`config.mk`:
```
export PLATFORM = sky130hd
export DESIGN_NAME = lcdsd_top
export DESIGN_NICKNAME = d
export VERILOG_FILES = /design/src/hdl/lcdsd_pkg.sv /design/src/hdl/lcdsd_top.sv
export VERILOG_INCLUDE_DIRS = /design/src /design/src/hdl
export SDC_FILE = /design/constraint.sdc
export NUM_CORES = 1
export LEC_CHECK = 0
export ABC_AREA = 1
export BUFFER_PORTS_ARGS = -buffer_cell sky130_fd_sc_hd__buf_2
export CAP_MARGIN = 20
export CORE_MARGIN = 4
export CORE_UTILIZATION = 51
export CTS_CLUSTER_SIZE = 28
export DETAILED_ROUTE_END_ITERATION = 10
export PLACE_DENSITY = 0.77
export REMOVE_ABC_BUFFERS = 1
export SYNTH_ARGS = -nofsm -noshare
export SYNTH_HDL_FRONTEND = slang
export SYNTH_SLANG_ARGS = --single-unit
export TNS_END_PERCENT = 10
```
`constraint.sdc`:
```
create_clock -name ref_clk -period 7.23 [get_ports ref_clk]
set_input_delay 0 -clock ref_clk [delete_from_list [all_inputs] [get_ports ref_clk]]
set_output_delay 0 -clock ref_clk [all_outputs]
set_load 0.03 [all_outputs]
```
`src/hdl/lcdsd_cfg.svh`:
```
// Register offsets, field positions, reset values and sizes of the LCD segment driver.
`ifndef LCDSD_CFG_SVH
`define LCDSD_CFG_SVH
`define LCDSD_OFF_CTRL 8'h00
`define LCDSD_OFF_PINSEL 8'h04
`define LCDSD_OFF_STATUS 8'h08
`define LCDSD_OFF_MEM 8'h10
`define LCDSD_CTRL_RST 8'h00
`define LCDSD_PINSEL_RST 7'h00
`define LCDSD_STAT_SUPPLY 0
`define LCDSD_STAT_SLOT_LO 1
`define LCDSD_STAT_HALF 3
`define LCDSD_FIRST_GROUP_SEGS 16
`define LCDSD_GROUP_STEP 4
`define LCDSD_NUM_SEG 32
`define LCDSD_SHARED_SEG 28
`endif

```
`src/hdl/lcdsd_pkg.sv`:
```
// Types shared by the LCD segment driver.
package lcdsd_pkg;
   typedef enum logic [2:0] {LCDSD_LV_ZERO, LCDSD_LV_V1, LCDSD_LV_V2, LCDSD_LV_V3,
      LCDSD_LV_V4, LCDSD_LV_V5} lcdsd_level_t;
   typedef struct packed {
      lcdsd_level_t first;
      lcdsd_level_t second;
   } lcdsd_pair_t;
   typedef struct packed {
      lcdsd_level_t level_a;
      lcdsd_level_t level_b;
      lcdsd_level_t level_c;
      lcdsd_level_t level_d;
   } lcdsd_drive_t;
   typedef struct packed {
      logic oscillator_disable;
      logic [2:0] segment_port_group_select;
      logic [1:0] mux_rate_select;
      logic segments_global_on;
      logic display_module_on;
   } lcdsd_ctrl_t;
endpackage

```
`src/hdl/lcdsd_top.sv`:
```
// LCD segment and common line driver with an APB register slave.
//
// The placing of the registers and the APB slave port were decided locally.
`timescale 1ns/1ps
`include "lcdsd_cfg.svh"

module lcdsd_top #(
   parameter int NUM_SEG = `LCDSD_NUM_SEG,
   parameter int SHARED_SEG = `LCDSD_SHARED_SEG
) (
   input wire logic ref_clk,
   input wire logic rst,
   input wire logic psel,
   input wire logic penable,
   input wire logic pwrite,
   input wire logic [7:0] paddr,
   input wire logic [31:0] pwdata,
   output logic [31:0] prdata,
   output logic pready,
   output logic pslverr,
   input wire logic frame_timing_clock,
   output logic ladder_supply_out,
   output lcdsd_pkg::lcdsd_drive_t drive_levels,
   output lcdsd_pkg::lcdsd_level_t [3:0] common_level,
   output lcdsd_pkg::lcdsd_level_t [NUM_SEG-1:0] segment_level,
   output logic [3:0] common_pin_lcd,
   output logic [2:0] tap_pin_lcd,
   output logic [NUM_SEG-1:0] segment_pin_lcd
);
   localparam int MEM_WORDS = (NUM_SEG * 4 + 31) / 32;

   // ==========================================================
   // Register file
   lcdsd_pkg::lcdsd_ctrl_t ctrl;
   logic [6:0] pin_function_select;
   logic [MEM_WORDS-1:0][31:0] mem;
   logic [1:0] slot;
   logic half;
   logic ftc_q;

   wire access = psel && penable;
   wire wr = access && pwrite;
   wire hit_ctrl = paddr == `LCDSD_OFF_CTRL;
   wire hit_pinsel = paddr == `LCDSD_OFF_PINSEL;
   wire hit_status = paddr == `LCDSD_OFF_STATUS;
   wire [7:0] mem_rel = paddr - `LCDSD_OFF_MEM;
   wire hit_mem = paddr >= `LCDSD_OFF_MEM && mem_rel[1:0] == 2'b00
      && int'(mem_rel[7:2]) < MEM_WORDS;
   wire mapped = hit_ctrl || hit_pinsel || hit_status || hit_mem;
   wire [31:0] status_word = {28'h0000000, half, slot, ladder_supply_out};

   assign pready = 1'b1;
   assign pslverr = access && !mapped;
   assign prdata = hit_ctrl ? {24'h000000, ctrl}
      : hit_pinsel ? {25'h0, pin_function_select}
      : hit_status ? status_word
      : hit_mem ? mem[mem_rel[7:2]]
      : 32'h00000000;

   always_ff @(posedge ref_clk or posedge rst)
   begin
      if (rst)
      begin
         ctrl <= `LCDSD_CTRL_RST;
         pin_function_select <= `LCDSD_PINSEL_RST;
      end
      else
      begin
         if (wr && hit_ctrl)
            ctrl <= pwdata[7:0];
         if (wr && hit_pinsel)
            pin_function_select <= pwdata[6:0];
      end
   end

   always_ff @(posedge ref_clk or posedge rst)
   begin
      if (rst)
         mem <= '0;
      else if (wr && hit_mem)
         mem[mem_rel[7:2]] <= pwdata;
   end

   // ==========================================================
   // Pin function selection
   wire [5:0] lcd_seg_count = (ctrl.segment_port_group_select == 3'h0) ? 6'h00
      : 6'(`LCDSD_FIRST_GROUP_SEGS + `LCDSD_GROUP_STEP *
      (int'(ctrl.segment_port_group_select) - 1));

   genvar gi;
   generate
      for (gi = 0; gi < NUM_SEG; gi++)
      begin : g_pin
         if (gi >= SHARED_SEG)
         begin : g_ded
            assign segment_pin_lcd[gi] = 1'b1;
         end
         else
         begin : g_shr
            assign segment_pin_lcd[gi] = gi < int'(lcd_seg_count);
         end
      end
   endgenerate

   assign common_pin_lcd = pin_function_select[3:0];
   assign tap_pin_lcd = pin_function_select[6:4];

   // ==========================================================
   // Frame timing
   wire run = ctrl.display_module_on && !ctrl.oscillator_disable;
   wire tick = frame_timing_clock && !ftc_q;
   logic [1:0] last_slot;

   always_comb
   begin
      unique case (ctrl.mux_rate_select)
         2'b00: last_slot = 2'd0;
         2'b01: last_slot = 2'd1;
         2'b10: last_slot = 2'd2;
         2'b11: last_slot = 2'd3;
      endcase
   end

   wire frame_end = slot >= last_slot;
   wire [1:0] next_slot = !run ? 2'd0 : !tick ? slot
      : frame_end ? 2'd0 : slot + 2'd1;
   wire next_half = !run ? 1'b0 : (tick && frame_end) ? !half : half;

   always_ff @(posedge ref_clk or posedge rst)
   begin
      if (rst)
      begin
         ftc_q <= 1'b0;
         slot <= 2'd0;
         half <= 1'b0;
      end
      else
      begin
         ftc_q <= frame_timing_clock;
         slot <= next_slot;
         half <= next_half;
      end
   end

   // ==========================================================
   // Drive level table
   lcdsd_pkg::lcdsd_pair_t pair_a, pair_b, pair_c, pair_d;
   lcdsd_pkg::lcdsd_pair_t pair_seg_off, pair_com_idle;

   // In three- and four-mux, unselected commons and unlit segments sit on opposite inner levels, so an
   // unlit cell never sees more than one bias step.
   always_comb
   begin
      pair_a = '{lcdsd_pkg::LCDSD_LV_V5, lcdsd_pkg::LCDSD_LV_V1};
      pair_d = '{lcdsd_pkg::LCDSD_LV_V1, lcdsd_pkg::LCDSD_LV_V5};
      unique case (ctrl.mux_rate_select)
         2'b00:
         begin
            pair_b = '{lcdsd_pkg::LCDSD_LV_V1, lcdsd_pkg::LCDSD_LV_V5};
            pair_c = '{lcdsd_pkg::LCDSD_LV_V5, lcdsd_pkg::LCDSD_LV_V1};
            pair_seg_off = pair_c;
            pair_com_idle = pair_c;
         end
         2'b01:
         begin
            pair_b = '{lcdsd_pkg::LCDSD_LV_V1, lcdsd_pkg::LCDSD_LV_V5};
            pair_c = '{lcdsd_pkg::LCDSD_LV_V3, lcdsd_pkg::LCDSD_LV_V3};
            pair_seg_off = pair_a;
            pair_com_idle = pair_c;
         end
         default:
         begin
            pair_b = '{lcdsd_pkg::LCDSD_LV_V2, lcdsd_pkg::LCDSD_LV_V4};
            pair_c = '{lcdsd_pkg::LCDSD_LV_V4, lcdsd_pkg::LCDSD_LV_V2};
            pair_seg_off = pair_c;
            pair_com_idle = pair_b;
         end
      endcase
   end

   function automatic lcdsd_pkg::lcdsd_level_t pick(lcdsd_pkg::lcdsd_pair_t p, logic h, logic en);
      if (!en)
         return lcdsd_pkg::LCDSD_LV_ZERO;
      return h ? p.second : p.first;
   endfunction

   lcdsd_pkg::lcdsd_drive_t next_drive;
   lcdsd_pkg::lcdsd_level_t [3:0] next_common;
   lcdsd_pkg::lcdsd_level_t [NUM_SEG-1:0] next_segment;

   always_comb
   begin
      next_drive.level_a = pick(pair_a, half, run);
      next_drive.level_b = pick(pair_b, half, run);
      next_drive.level_c = pick(pair_c, half, run);
      next_drive.level_d = pick(pair_d, half, run);
   end

   // Unused commons rest at zero so the glass sees no stray field.
   generate
      for (gi = 0; gi < 4; gi++)
      begin : g_com
         wire active = run && (2'(gi) <= last_slot);
         wire lcdsd_pkg::lcdsd_pair_t cp = (2'(gi) == slot) ? pair_a : pair_com_idle;
         assign next_common[gi] = pick(cp, half, active);
      end
      for (gi = 0; gi < NUM_SEG; gi++)
      begin : g_seg
         wire [3:0] nib = mem[(gi * 4) / 32][(gi * 4) % 32 +: 4];
         wire seg_on = nib[slot] && ctrl.segments_global_on;
         wire lcdsd_pkg::lcdsd_pair_t sp = seg_on ? pair_d : pair_seg_off;
         assign next_segment[gi] = pick(sp, half, run);
      end
   endgenerate

   always_ff @(posedge ref_clk or posedge rst)
   begin
      if (rst)
      begin
         ladder_supply_out <= 1'b0;
         drive_levels <= '0;
         common_level <= '0;
         segment_level <= '0;
      end
      else
      begin
         ladder_supply_out <= run;
         drive_levels <= next_drive;
         common_level <= next_common;
         segment_level <= next_segment;
      end
   end

   wire seg0_bit = mem[0][slot];
endmodule // lcdsd_top

```
======== Yosys cells after proc, flatten, opt, wreduce, memory -nomap -nowiden ========
Index checks and enable logic that the tools add are counted.
storage, ports and cells
  logic and storage cells ................. 367
  memories ................................ 0
  bits in read-only memories .............. 0
  latch bits .............................. 0
  memory bits (writable) .................. 0
  output and inout bits ................... 194
  input port bits ......................... 46
  flip-flop bits (word level) ............. 268
cells by class
  multiply operators ...................... 0
  multiplexer cells ....................... 200
  add/subtract/negate cells ............... 4
  eq/ne operators ......................... 10
  reductions and logical operators ........ 61
  bitwise logic cells ..................... 0
  order comparisons ....................... 38
  shifts and indexed selects .............. 0
  div/mod/pow operators ................... 0
operators with widths
  kind                 count
  $mux 3               80
  $mux 6               37
  $mux 32              6
  $bwmux 128           1
  $lt 5x6->1 const A   12
  $bmux 1 s2           32
  $bmux 32 s2          1
  $demux 32 s2         1
  $logic_and 1x1->1    48
  $lt 4x6->1 const A   8
  $mux 1               34
  $lt 3x6->1 const A   4
  $pmux 6 s2           2
  $lt 1x6->1 const A   2
  $lt 2x6->1 const A   2
  $lt 6x3->1 const B   2
  $eq 8x3->1 const B   1
  $eq 8x4->1 const B   1
  $ge 8x5->1 const B   1
  $logic_not 8->1      1
  $pmux 2 s4           1
  $sub 8x5->8 const B  1
  $add 6x6->6 const A  1
  $ge 6x1->1 const B   1
  other kinds (19)     33

======== Depth between registers and ports, before layout ========
Gate-level depths: netlist (run 1).
  word-level depth ........................ 8
  mapped depth ............................ 10
  depth with buffers taken out ............ 8

======== Worst setup path after synthesis (run 1) ========
Ideal clock, no wire load.
  kind .................................... register to register
  start point ............................. register slot[0]
  end point ............................... register slot[0]
  clock period less this slack ............ 1.638 ns
  required time ........................... 7.144 ns
  setup slack ............................. 5.592 ns
  library setup time ...................... 0.086 ns
  buffers on the path ..................... 2
  stages on the path, launching flop included .. 10
  data arrival time ....................... 1.552 ns
  cell sequence ........................... dfrtp_1 -> inv_1 -> buf_2 -> buf_2 -> ha_1 -> o21ai_0 -> nand2_1 -> nand2_1 -> nand2_1 -> nor3_1
on the way
  word-level cells in the longest chain between the ends .. 4
  elaborated cells between the ends (all ways) .. 5
  classes of those cells .................. add/sub (1); order compare (1); mux (3)
ends and longest elaborated chain
  what                                              RTL line                            RTL
  start: declaration                                lcdsd_top.sv:37                     logic [1:0] slot;
  start signal: assignment                          lcdsd_top.sv:140                    slot <= next_slot;
  $add 2x1->2 / $ge 2x2->1 (equally long branches)  lcdsd_top.sv:126, lcdsd_top.sv:124
  $mux 2 (*)                                        lcdsd_top.sv:126                    : frame_end ? 2'd0 : slot + 2'd1;
  $mux 2 (*) (2 in a row)                           lcdsd_top.sv:125                    wire [1:0] next_slot = !run ? 2'd0 : !tick ? slot
Every way passes the cells marked *; elsewhere a longest branch is shown, timed or not. The select of a mux whose other input is x is not followed.
A chain may end at the register's enable or synchronous reset.

======== Worst setup path in the final report (run 1) ========
  start point ............................. input port paddr[2]
  end point ............................... output port prdata[9]
on the way
  word-level cells in the longest chain between the ends .. 7
  elaborated cells between the ends (all ways) .. 14
  classes of those cells .................. add/sub (1); order compare (2); eq/ne (2); mux (6); reduce/logical (3)
ends and longest elaborated chain
  what                                                               RTL line                          RTL
  start: declaration                                                 lcdsd_top.sv:16                   input wire logic [7:0] paddr,
  $sub 8x5->8 (no source line) / $ge 8x5->1 (equally long branches)  --
  $lt 6x3->1 (tied with other cells)                                 lcdsd_top.sv:48                   && int'(mem_rel[7:2]) < MEM_WORDS;
  $logic_and 1x1->1 / $mux 32 (equally long branches)                lcdsd_top.sv:47, lcdsd_top.sv:57
  $mux 32                                                            lcdsd_top.sv:57                   : hit_mem ? mem[mem_rel[7:2]]
  $mux 32                                                            lcdsd_top.sv:56                   : hit_status ? status_word
  $mux 32                                                            lcdsd_top.sv:55                   : hit_pinsel ? {25'h0, pin_function_select}
  $mux 32 (*)                                                        lcdsd_top.sv:54                   assign prdata = hit_ctrl ? {24'h000000, ctrl}
  end: declaration                                                   lcdsd_top.sv:18                   output logic [31:0] prdata,
Marked as above.

==> impl_metrics.env, run 1 <==
export IMPL_avgSynthCellArea_um2=7.93
export IMPL_avgRoutedWirePerCell_um=16.4
export IMPL_clock_sinks=262
export IMPL_drc=0
export IMPL_hold_depth=4
export IMPL_placed_cells=2055
export IMPL_clock_skew_ns=0.0116
export IMPL_htreeDepth=1
export IMPL_grt_overflow=0
export IMPL_path_clk_slew_ns=0.06
export IMPL_hold_end="pin_function_select[1]$_DFFE_PP0P_"
export IMPL_final_cells=2136
export IMPL_vias=11251
export IMPL_cts_buffer_depth=3
export IMPL_r2r_cells=6
export IMPL_antenna_found_initial=0
export IMPL_grt_usage=0.248
export IMPL_p_switching_uw=717
export IMPL_core_area_um2=24500
export IMPL_numCtsBuffers=27
export IMPL_synth_top_area_frac=0.511
export IMPL_status="completed"
export IMPL_cts_resized_gates=0
export IMPL_synth_area_um2=12800
export IMPL_pre_cts_slack_ns=4.82
export IMPL_ys_warn_count=0
export IMPL_rows=57
export IMPL_synthToLayoutAreaGrowth_pct=17.1
export IMPL_dr_pass1_iters=6
export IMPL_p_seq_frac=0.481
export IMPL_tightest_slew_ns=1.07
export IMPL_criticalPathCategory="input port to output pin"
export IMPL_hold_start="paddr[4]"
export IMPL_hpwl_um=21800
export IMPL_dieHeight_um=167
export IMPL_layout_nets=1848
export IMPL_peakVddDrop_v=0.000132
export IMPL_drive_gt1_frac=0.196
export IMPL_max_freq_mhz=433
export IMPL_synth_distinct_cells=38
export IMPL_final_period_utilization=0.320
export IMPL_drtAntennaViolNets=0
export IMPL_synth_edf_count=0
export IMPL_drtIter0Drc=1119
export IMPL_start_util=0.523
export IMPL_ys_async_sr_fraction=1.00
export IMPL_ys_seq_area_frac=0.511
export IMPL_grt_max_degree=123
export IMPL_synth_area_leaders="dfrtp_1 51%, nand2_1 14%, inv_1 5.4%"
export IMPL_worstHoldPathType="input port to flop"
export IMPL_grt_pass1_vias=10841
export IMPL_placement_cell_area_um2=13800
export IMPL_cts_tree="yes"
export IMPL_min_period_ns=2.31
export IMPL_maxSlewViolCount=0
export IMPL_setup_ws_ns=4.92
export IMPL_p_int_mw=2.40
export IMPL_vias_per_cell=5.27
export IMPL_setup_tns_ns=0
export IMPL_globalplace_congestion=0.878
export IMPL_die_area_um2=27800
export IMPL_switching_share=0.230
export IMPL_cp_arrival_ns=2.31
export IMPL_syn_inst=1619
export IMPL_final_cell_area_um2=15000
export IMPL_synth_commonest_cells="470 x nand2_1, 262 x dfrtp_1, 185 x inv_1"
export IMPL_ff2ff_setup_slack_ns=4.92
export IMPL_pwr_share_comb=0.061
export IMPL_cts_setup_buffers=0
export IMPL_p_clk_frac=0.458
export IMPL_cp_required_ns=7.23
export IMPL_path_max_fanout=25
export IMPL_hold_buffers=34
export IMPL_io_buffers=232
export IMPL_hold_viol=0
export IMPL_synth_seq_cells=262
export IMPL_startpoint_type="input port"
export IMPL_maxCapViolations=0
export IMPL_grt_pass1_wl_um=56900
export IMPL_clockRootBuffer="clkbuf_16"
export IMPL_r2r_end="segment_level[30]$_DFF_PP0_"
export IMPL_wl_um=35000
export IMPL_setup_viol=0
export IMPL_num_antenna_cells=0
export IMPL_die_x_um=167
export IMPL_clock_latency_ns=0.54
export IMPL_synthFlopType="dfrtp_1"
export IMPL_end_kind="output pin"
export IMPL_slew_headroom=0.287
export IMPL_ioPinCount=240
export IMPL_yosysTopAreaCell="dfrtp_1"
export IMPL_reg2reg_from="ctrl[0]$_DFFE_PP0P_"
export IMPL_p_per_area_nw_per_um2=207
export IMPL_yosys_cell_count_top_type="nand2_1"
export IMPL_grt_setup_unrepaired="false"
export IMPL_power_leakage_nw=7.85
export IMPL_nFillCells=2157
final cells by class:
type | count | area [um2] | area share
Multi-Input combinational cell | 1038 | 4840 | 0.322
Timing Repair Buffer | 275 | 1590 | 0.106
Clock inverter | 11 | 158 | 0.0105
Inverter | 192 | 731 | 0.0486
Clock buffer | 34 | 742 | 0.0493
Tap cell | 324 | 405 | 0.0270
Sequential cell | 262 | 6560 | 0.437
layout by cell type (no fill, tap or decap), drive strengths merged, types with 6 or more instances in the layout:
cell / count
a21oi: 68
buf: 241
clkbuf: 34
clkinv: 9
conb: 7
dfrtp: 262
dlygate4sd3: 34
ha: 6
inv: 189
nand2: 476
nand3: 112
nand4: 8
nor2: 143
o21ai: 156
o22ai: 50
stage by stage:
step                      hold WS, ns  utilization  total power, mW
after global routing           0.0454        0.613             3.22
after floorplan                0.0314            -             1.64
after global placement          0.130        0.561             1.70
after detailed placement        0.131        0.561             1.70
after CTS                     0.00908        0.611             3.13
final                          0.0162        0.613             3.11
layer usage:
metal  track usage  wire, um
met5             0         0
met4        0.0815      1040
met3        0.0422      2840
met2         0.417     16700
met1         0.330     14400
flip-flops by register name, indices dropped and copies added (netlist names):
signal and cells:
half 1, ftc_q 1, segment_level 96, ctrl 8, drive_levels 7, common_level 12, g_seg.nib 128, slot 2
pin_function_select 7
critical path, cell delays in order:
cell,delay (ns)
buf_2,0.23
nor2_4,0.28
clkinv_1,0.83
o22ai_1,0.42
nor2_1,0.11
nor2_1,0.18
buf_2,0.25
power groups by stage:
stage               Sequential (mW)  Combinational [mW]  Clock (mW)
global route                   1.50               0.210        1.51
CTS                            1.50               0.190        1.45
finish                         1.50               0.189        1.43
global placement               1.52               0.172           0
detailed placement             1.52               0.175           0
floorplan                      1.54              0.0999           0
logic make-up (layout without fill, tap and decap cells):
group	after synthesis	in the layout	share of synthesized area
compound gates	278	278	0.125
xor+xnor	1	1	0.000682
fa+ha+maj	6	6	0.00585
buf+inv	324	512	0.114
flops	262	262	0.511
other cells	2	7	0.000585
simple gates	746	746	0.243
how the worst max path moves through the flow:
| stage | from | endpoint | slack [ns] | cells after the start |
|---|---|---|---|---|
| floorplan | rst | common_level[0]$_DFF_PP0_ | 0.02 | 1 |
| global route | ctrl[0]$_DFFE_PP0P_ | segment_level[30]$_DFF_PP0_ | 4.80 | 6 |
| finish | paddr[2] | prdata[9] | 4.92 | 7 |
| CTS | half$_DFFE_PP0P_ | common_level[4]$_DFF_PP0_ | 4.80 | 5 |
| detailed placement | paddr[2] | g_seg[12].nib[2]$_DFFE_PP0P_ | 4.82 | 6 |
| global placement | paddr[2] | g_seg[15].nib[1]$_DFFE_PP0P_ | 4.92 | 6 |
Note: power is estimated with default switching activity, not from simulation.
==> run 2: changes to the inputs <==
--- a/config.mk
+++ b/config.mk
@@ -10,10 +10,10 @@
 export BUFFER_PORTS_ARGS = -buffer_cell sky130_fd_sc_hd__buf_2
 export CAP_MARGIN = 20
 export CORE_MARGIN = 4
-export CORE_UTILIZATION = 51
+export CORE_UTILIZATION = 56
 export CTS_CLUSTER_SIZE = 28
 export DETAILED_ROUTE_END_ITERATION = 10
-export PLACE_DENSITY = 0.77
+export PLACE_DENSITY = 0.8
 export REMOVE_ABC_BUFFERS = 1
 export SYNTH_ARGS = -nofsm -noshare
 export SYNTH_HDL_FRONTEND = slang
==> constraint.sdc (replaced) <==
create_clock -name ref_clk -period 2.3 [get_ports ref_clk]
set_input_delay 0 -clock ref_clk [delete_from_list [all_inputs] [get_ports ref_clk]]
set_output_delay 0 -clock ref_clk [all_outputs]
set_load 0.03 [all_outputs]
==> run 2 against run 1 <==
Effect of this change:
- the flow now finishes with violations (negative hold slack)
- sequential power rose to 3.1 times the previous value
- setup slack got worse by 4.4 ns
- combinational power rose to 3.3 times the previous value
- worst hold slack got worse by 0.017 ns
- die area fell by 8.5%
- cell area rose by 0.42%
- utilization rose by 5.6 points
- final cell count fell by 0.80%
- critical path type is now flop to output pin
- largest cell class unchanged
==> impl_metrics.env, run 2 (same netlist as run 1, synthesis figures left out) <==
export IMPL_grt_usage=0.263
export IMPL_hold_viol=1
export IMPL_criticalPathCategory="flop to output pin"
export IMPL_path_max_fanout=36
export IMPL_clock_skew_ns=0.0121
export IMPL_setup_ws_ns=0.495
export IMPL_numCtsBuffers=27
export IMPL_drive_gt1_frac=0.202
export IMPL_clockRootBuffer="clkbuf_16"
export IMPL_busiest_layer="met2"
export IMPL_drc=0
export IMPL_cts_setup_buffers=0
export IMPL_p_per_area_nw_per_um2=631
export IMPL_drtIter0Drc=1046
export IMPL_die_area_um2=25400
export IMPL_clock_latency_ns=0.53
export IMPL_clock_sinks=262
export IMPL_ioPinCount=240
export IMPL_cts_buffer_depth=3
export IMPL_wl_um=34200
export IMPL_antenna_found_initial=0
export IMPL_htreeDepth=1
export IMPL_slew_headroom=0.524
export IMPL_power_leakage_nw=7.93
export IMPL_tightest_slew_ns=0.714
export IMPL_dr_pass1_iters=7
export IMPL_num_antenna_cells=0
export IMPL_start_util=0.569
export IMPL_synthToLayoutAreaGrowth_pct=17.6
export IMPL_setup_viol=0
export IMPL_maxSlewViolCount=0
export IMPL_maxCapViolations=0
export IMPL_grt_max_degree=86
export IMPL_p_total_mw=9.53
export IMPL_final_cell_mix="470 x nand2_1, 260 x dfrtp_1, 232 x buf_2"
export IMPL_violations="negative hold slack"
export IMPL_drtAntennaViolNets=0
export IMPL_vias_per_cell=5.46
export IMPL_cp_arrival_ns=1.81
export IMPL_placement_cell_area_um2=13900
export IMPL_use_met2=0.440
export IMPL_peakVddDrop_v=0.000456
export IMPL_final_common_cell="nand2_1"
export IMPL_grt_pass1_vias=10980
export IMPL_cts_tree="yes"
export IMPL_dieHeight_um=159
export IMPL_min_period_ns=1.81
export IMPL_largest_register_ffs=128
export IMPL_core_area_um2=22600
export IMPL_avgRoutedWirePerCell_um=16.1
export IMPL_vias=11572
export IMPL_die_x_um=159
export IMPL_grt_overflow=0
export IMPL_grt_use_met1=0.354
export IMPL_final_period_utilization=0.785
export IMPL_status="finished, violations left"
export IMPL_globalplace_congestion=0.902
export IMPL_max_freq_mhz=554
export IMPL_layout_nets=1868
export IMPL_met3_usage=0.0456
export IMPL_worstHoldPathType="input port to asynchronous set/reset pin"
export IMPL_rows=55
export IMPL_hpwl_um=22500
export IMPL_io_buffers=232
export IMPL_startpoint_type="flop"
export IMPL_final_cell_area_um2=15100
export IMPL_grt_setup_unrepaired="false"
export IMPL_path_clk_slew_ns=0.06
export IMPL_end_kind="output pin"
export IMPL_whs_ns=-0.000669
export IMPL_cp_required_ns=2.30
export IMPL_grt_pass1_wl_um=55600
export IMPL_pre_cts_slack_ns=0.651
[run 2: cell count changes in the layout (fill, tap and decap cells not counted), moves of 2 or more]
cell,previous run,this run
buf_4,7,24
bufinv_16,4,1
buf_12,2,4
clkbuf_1,3,5
clkinv_2,6,8
dfrtp_1,258,260
[run 2: path summary, 6_finish.rpt]
kind                                         startpoint                            endpoint  slack [ns]  cells past startpoint
max reg2reg                         slot[0]$_DFFE_PP0P_         segment_level[55]$_DFF_PP0_        0.64                      8
min                                                 rst         segment_level[22]$_DFF_PP0_     -0.0007                      3
max                                 ctrl[1]$_DFFE_PP0P_                           prdata[1]        0.49                      3
min in group ref_clk                           paddr[4]  pin_function_select[2]$_DFFE_PP0P_        0.03                      4
max in group asynchronous                           rst        g_seg[10].nib[3]$_DFFE_PP0P_        1.57                      4
min reg2reg                g_seg[14].nib[0]$_DFFE_PP0P_        g_seg[14].nib[0]$_DFFE_PP0P_        0.48                      2
[run 2: timing repair]
item	4_1_cts	5_1_grt
hold buffers	35	0
hold endpoints to repair	409	0
endpoints found under the setup margin	0	0
gates resized for setup	0	0
[run 2: layout make-up]
cell class | count | area, um2
well taps | 285 | 357
repair buffers | 295 | 1770
clock inverters | 10 | 78.8
clock buffers | 37 | 763
fillers | 1849 | 7470
flip-flops and latches | 262 | 6560
inverters | 192 | 731
multi-input cells | 1038 | 4840
[run 2: critical path, stage by stage (launching register included)]
cell and delay [ns]:
dfrtp_2 0.82, nand2_1 0.11, nand4_1 0.13, buf_2 0.21
[run 2: per-stage QoR]
stage	std cells	hold slack, ns	utilization	setup TNS (ns)
5_1_grt	2119	0.0159	0.669	0
3_5_place_dp	2037	0.00588	0.616	0
3_3_place_gp	2037	-0.00336	0.616	0
4_1_cts	2119	0.00604	0.669	0
6_report	2119	-0.000669	0.669	0
2_1_floorplan	1492	0.0314	-	-1384.04
[run 2: routing by layer]
layer | part of all wire | wire length [um]
met1 | 0.41 | 14000
met2 | 0.48 | 16400
met3 | 0.088 | 3000
met4 | 0.026 | 886
met5 | 0 | 0
[run 2: power breakdown]
part           leakage (nW)  internal [mW]  switching (mW)
registers              3.65           4.66          0.0338
clock network         0.425           2.42            1.79
logic                  3.86          0.177           0.443
total                  7.93           7.26            2.27
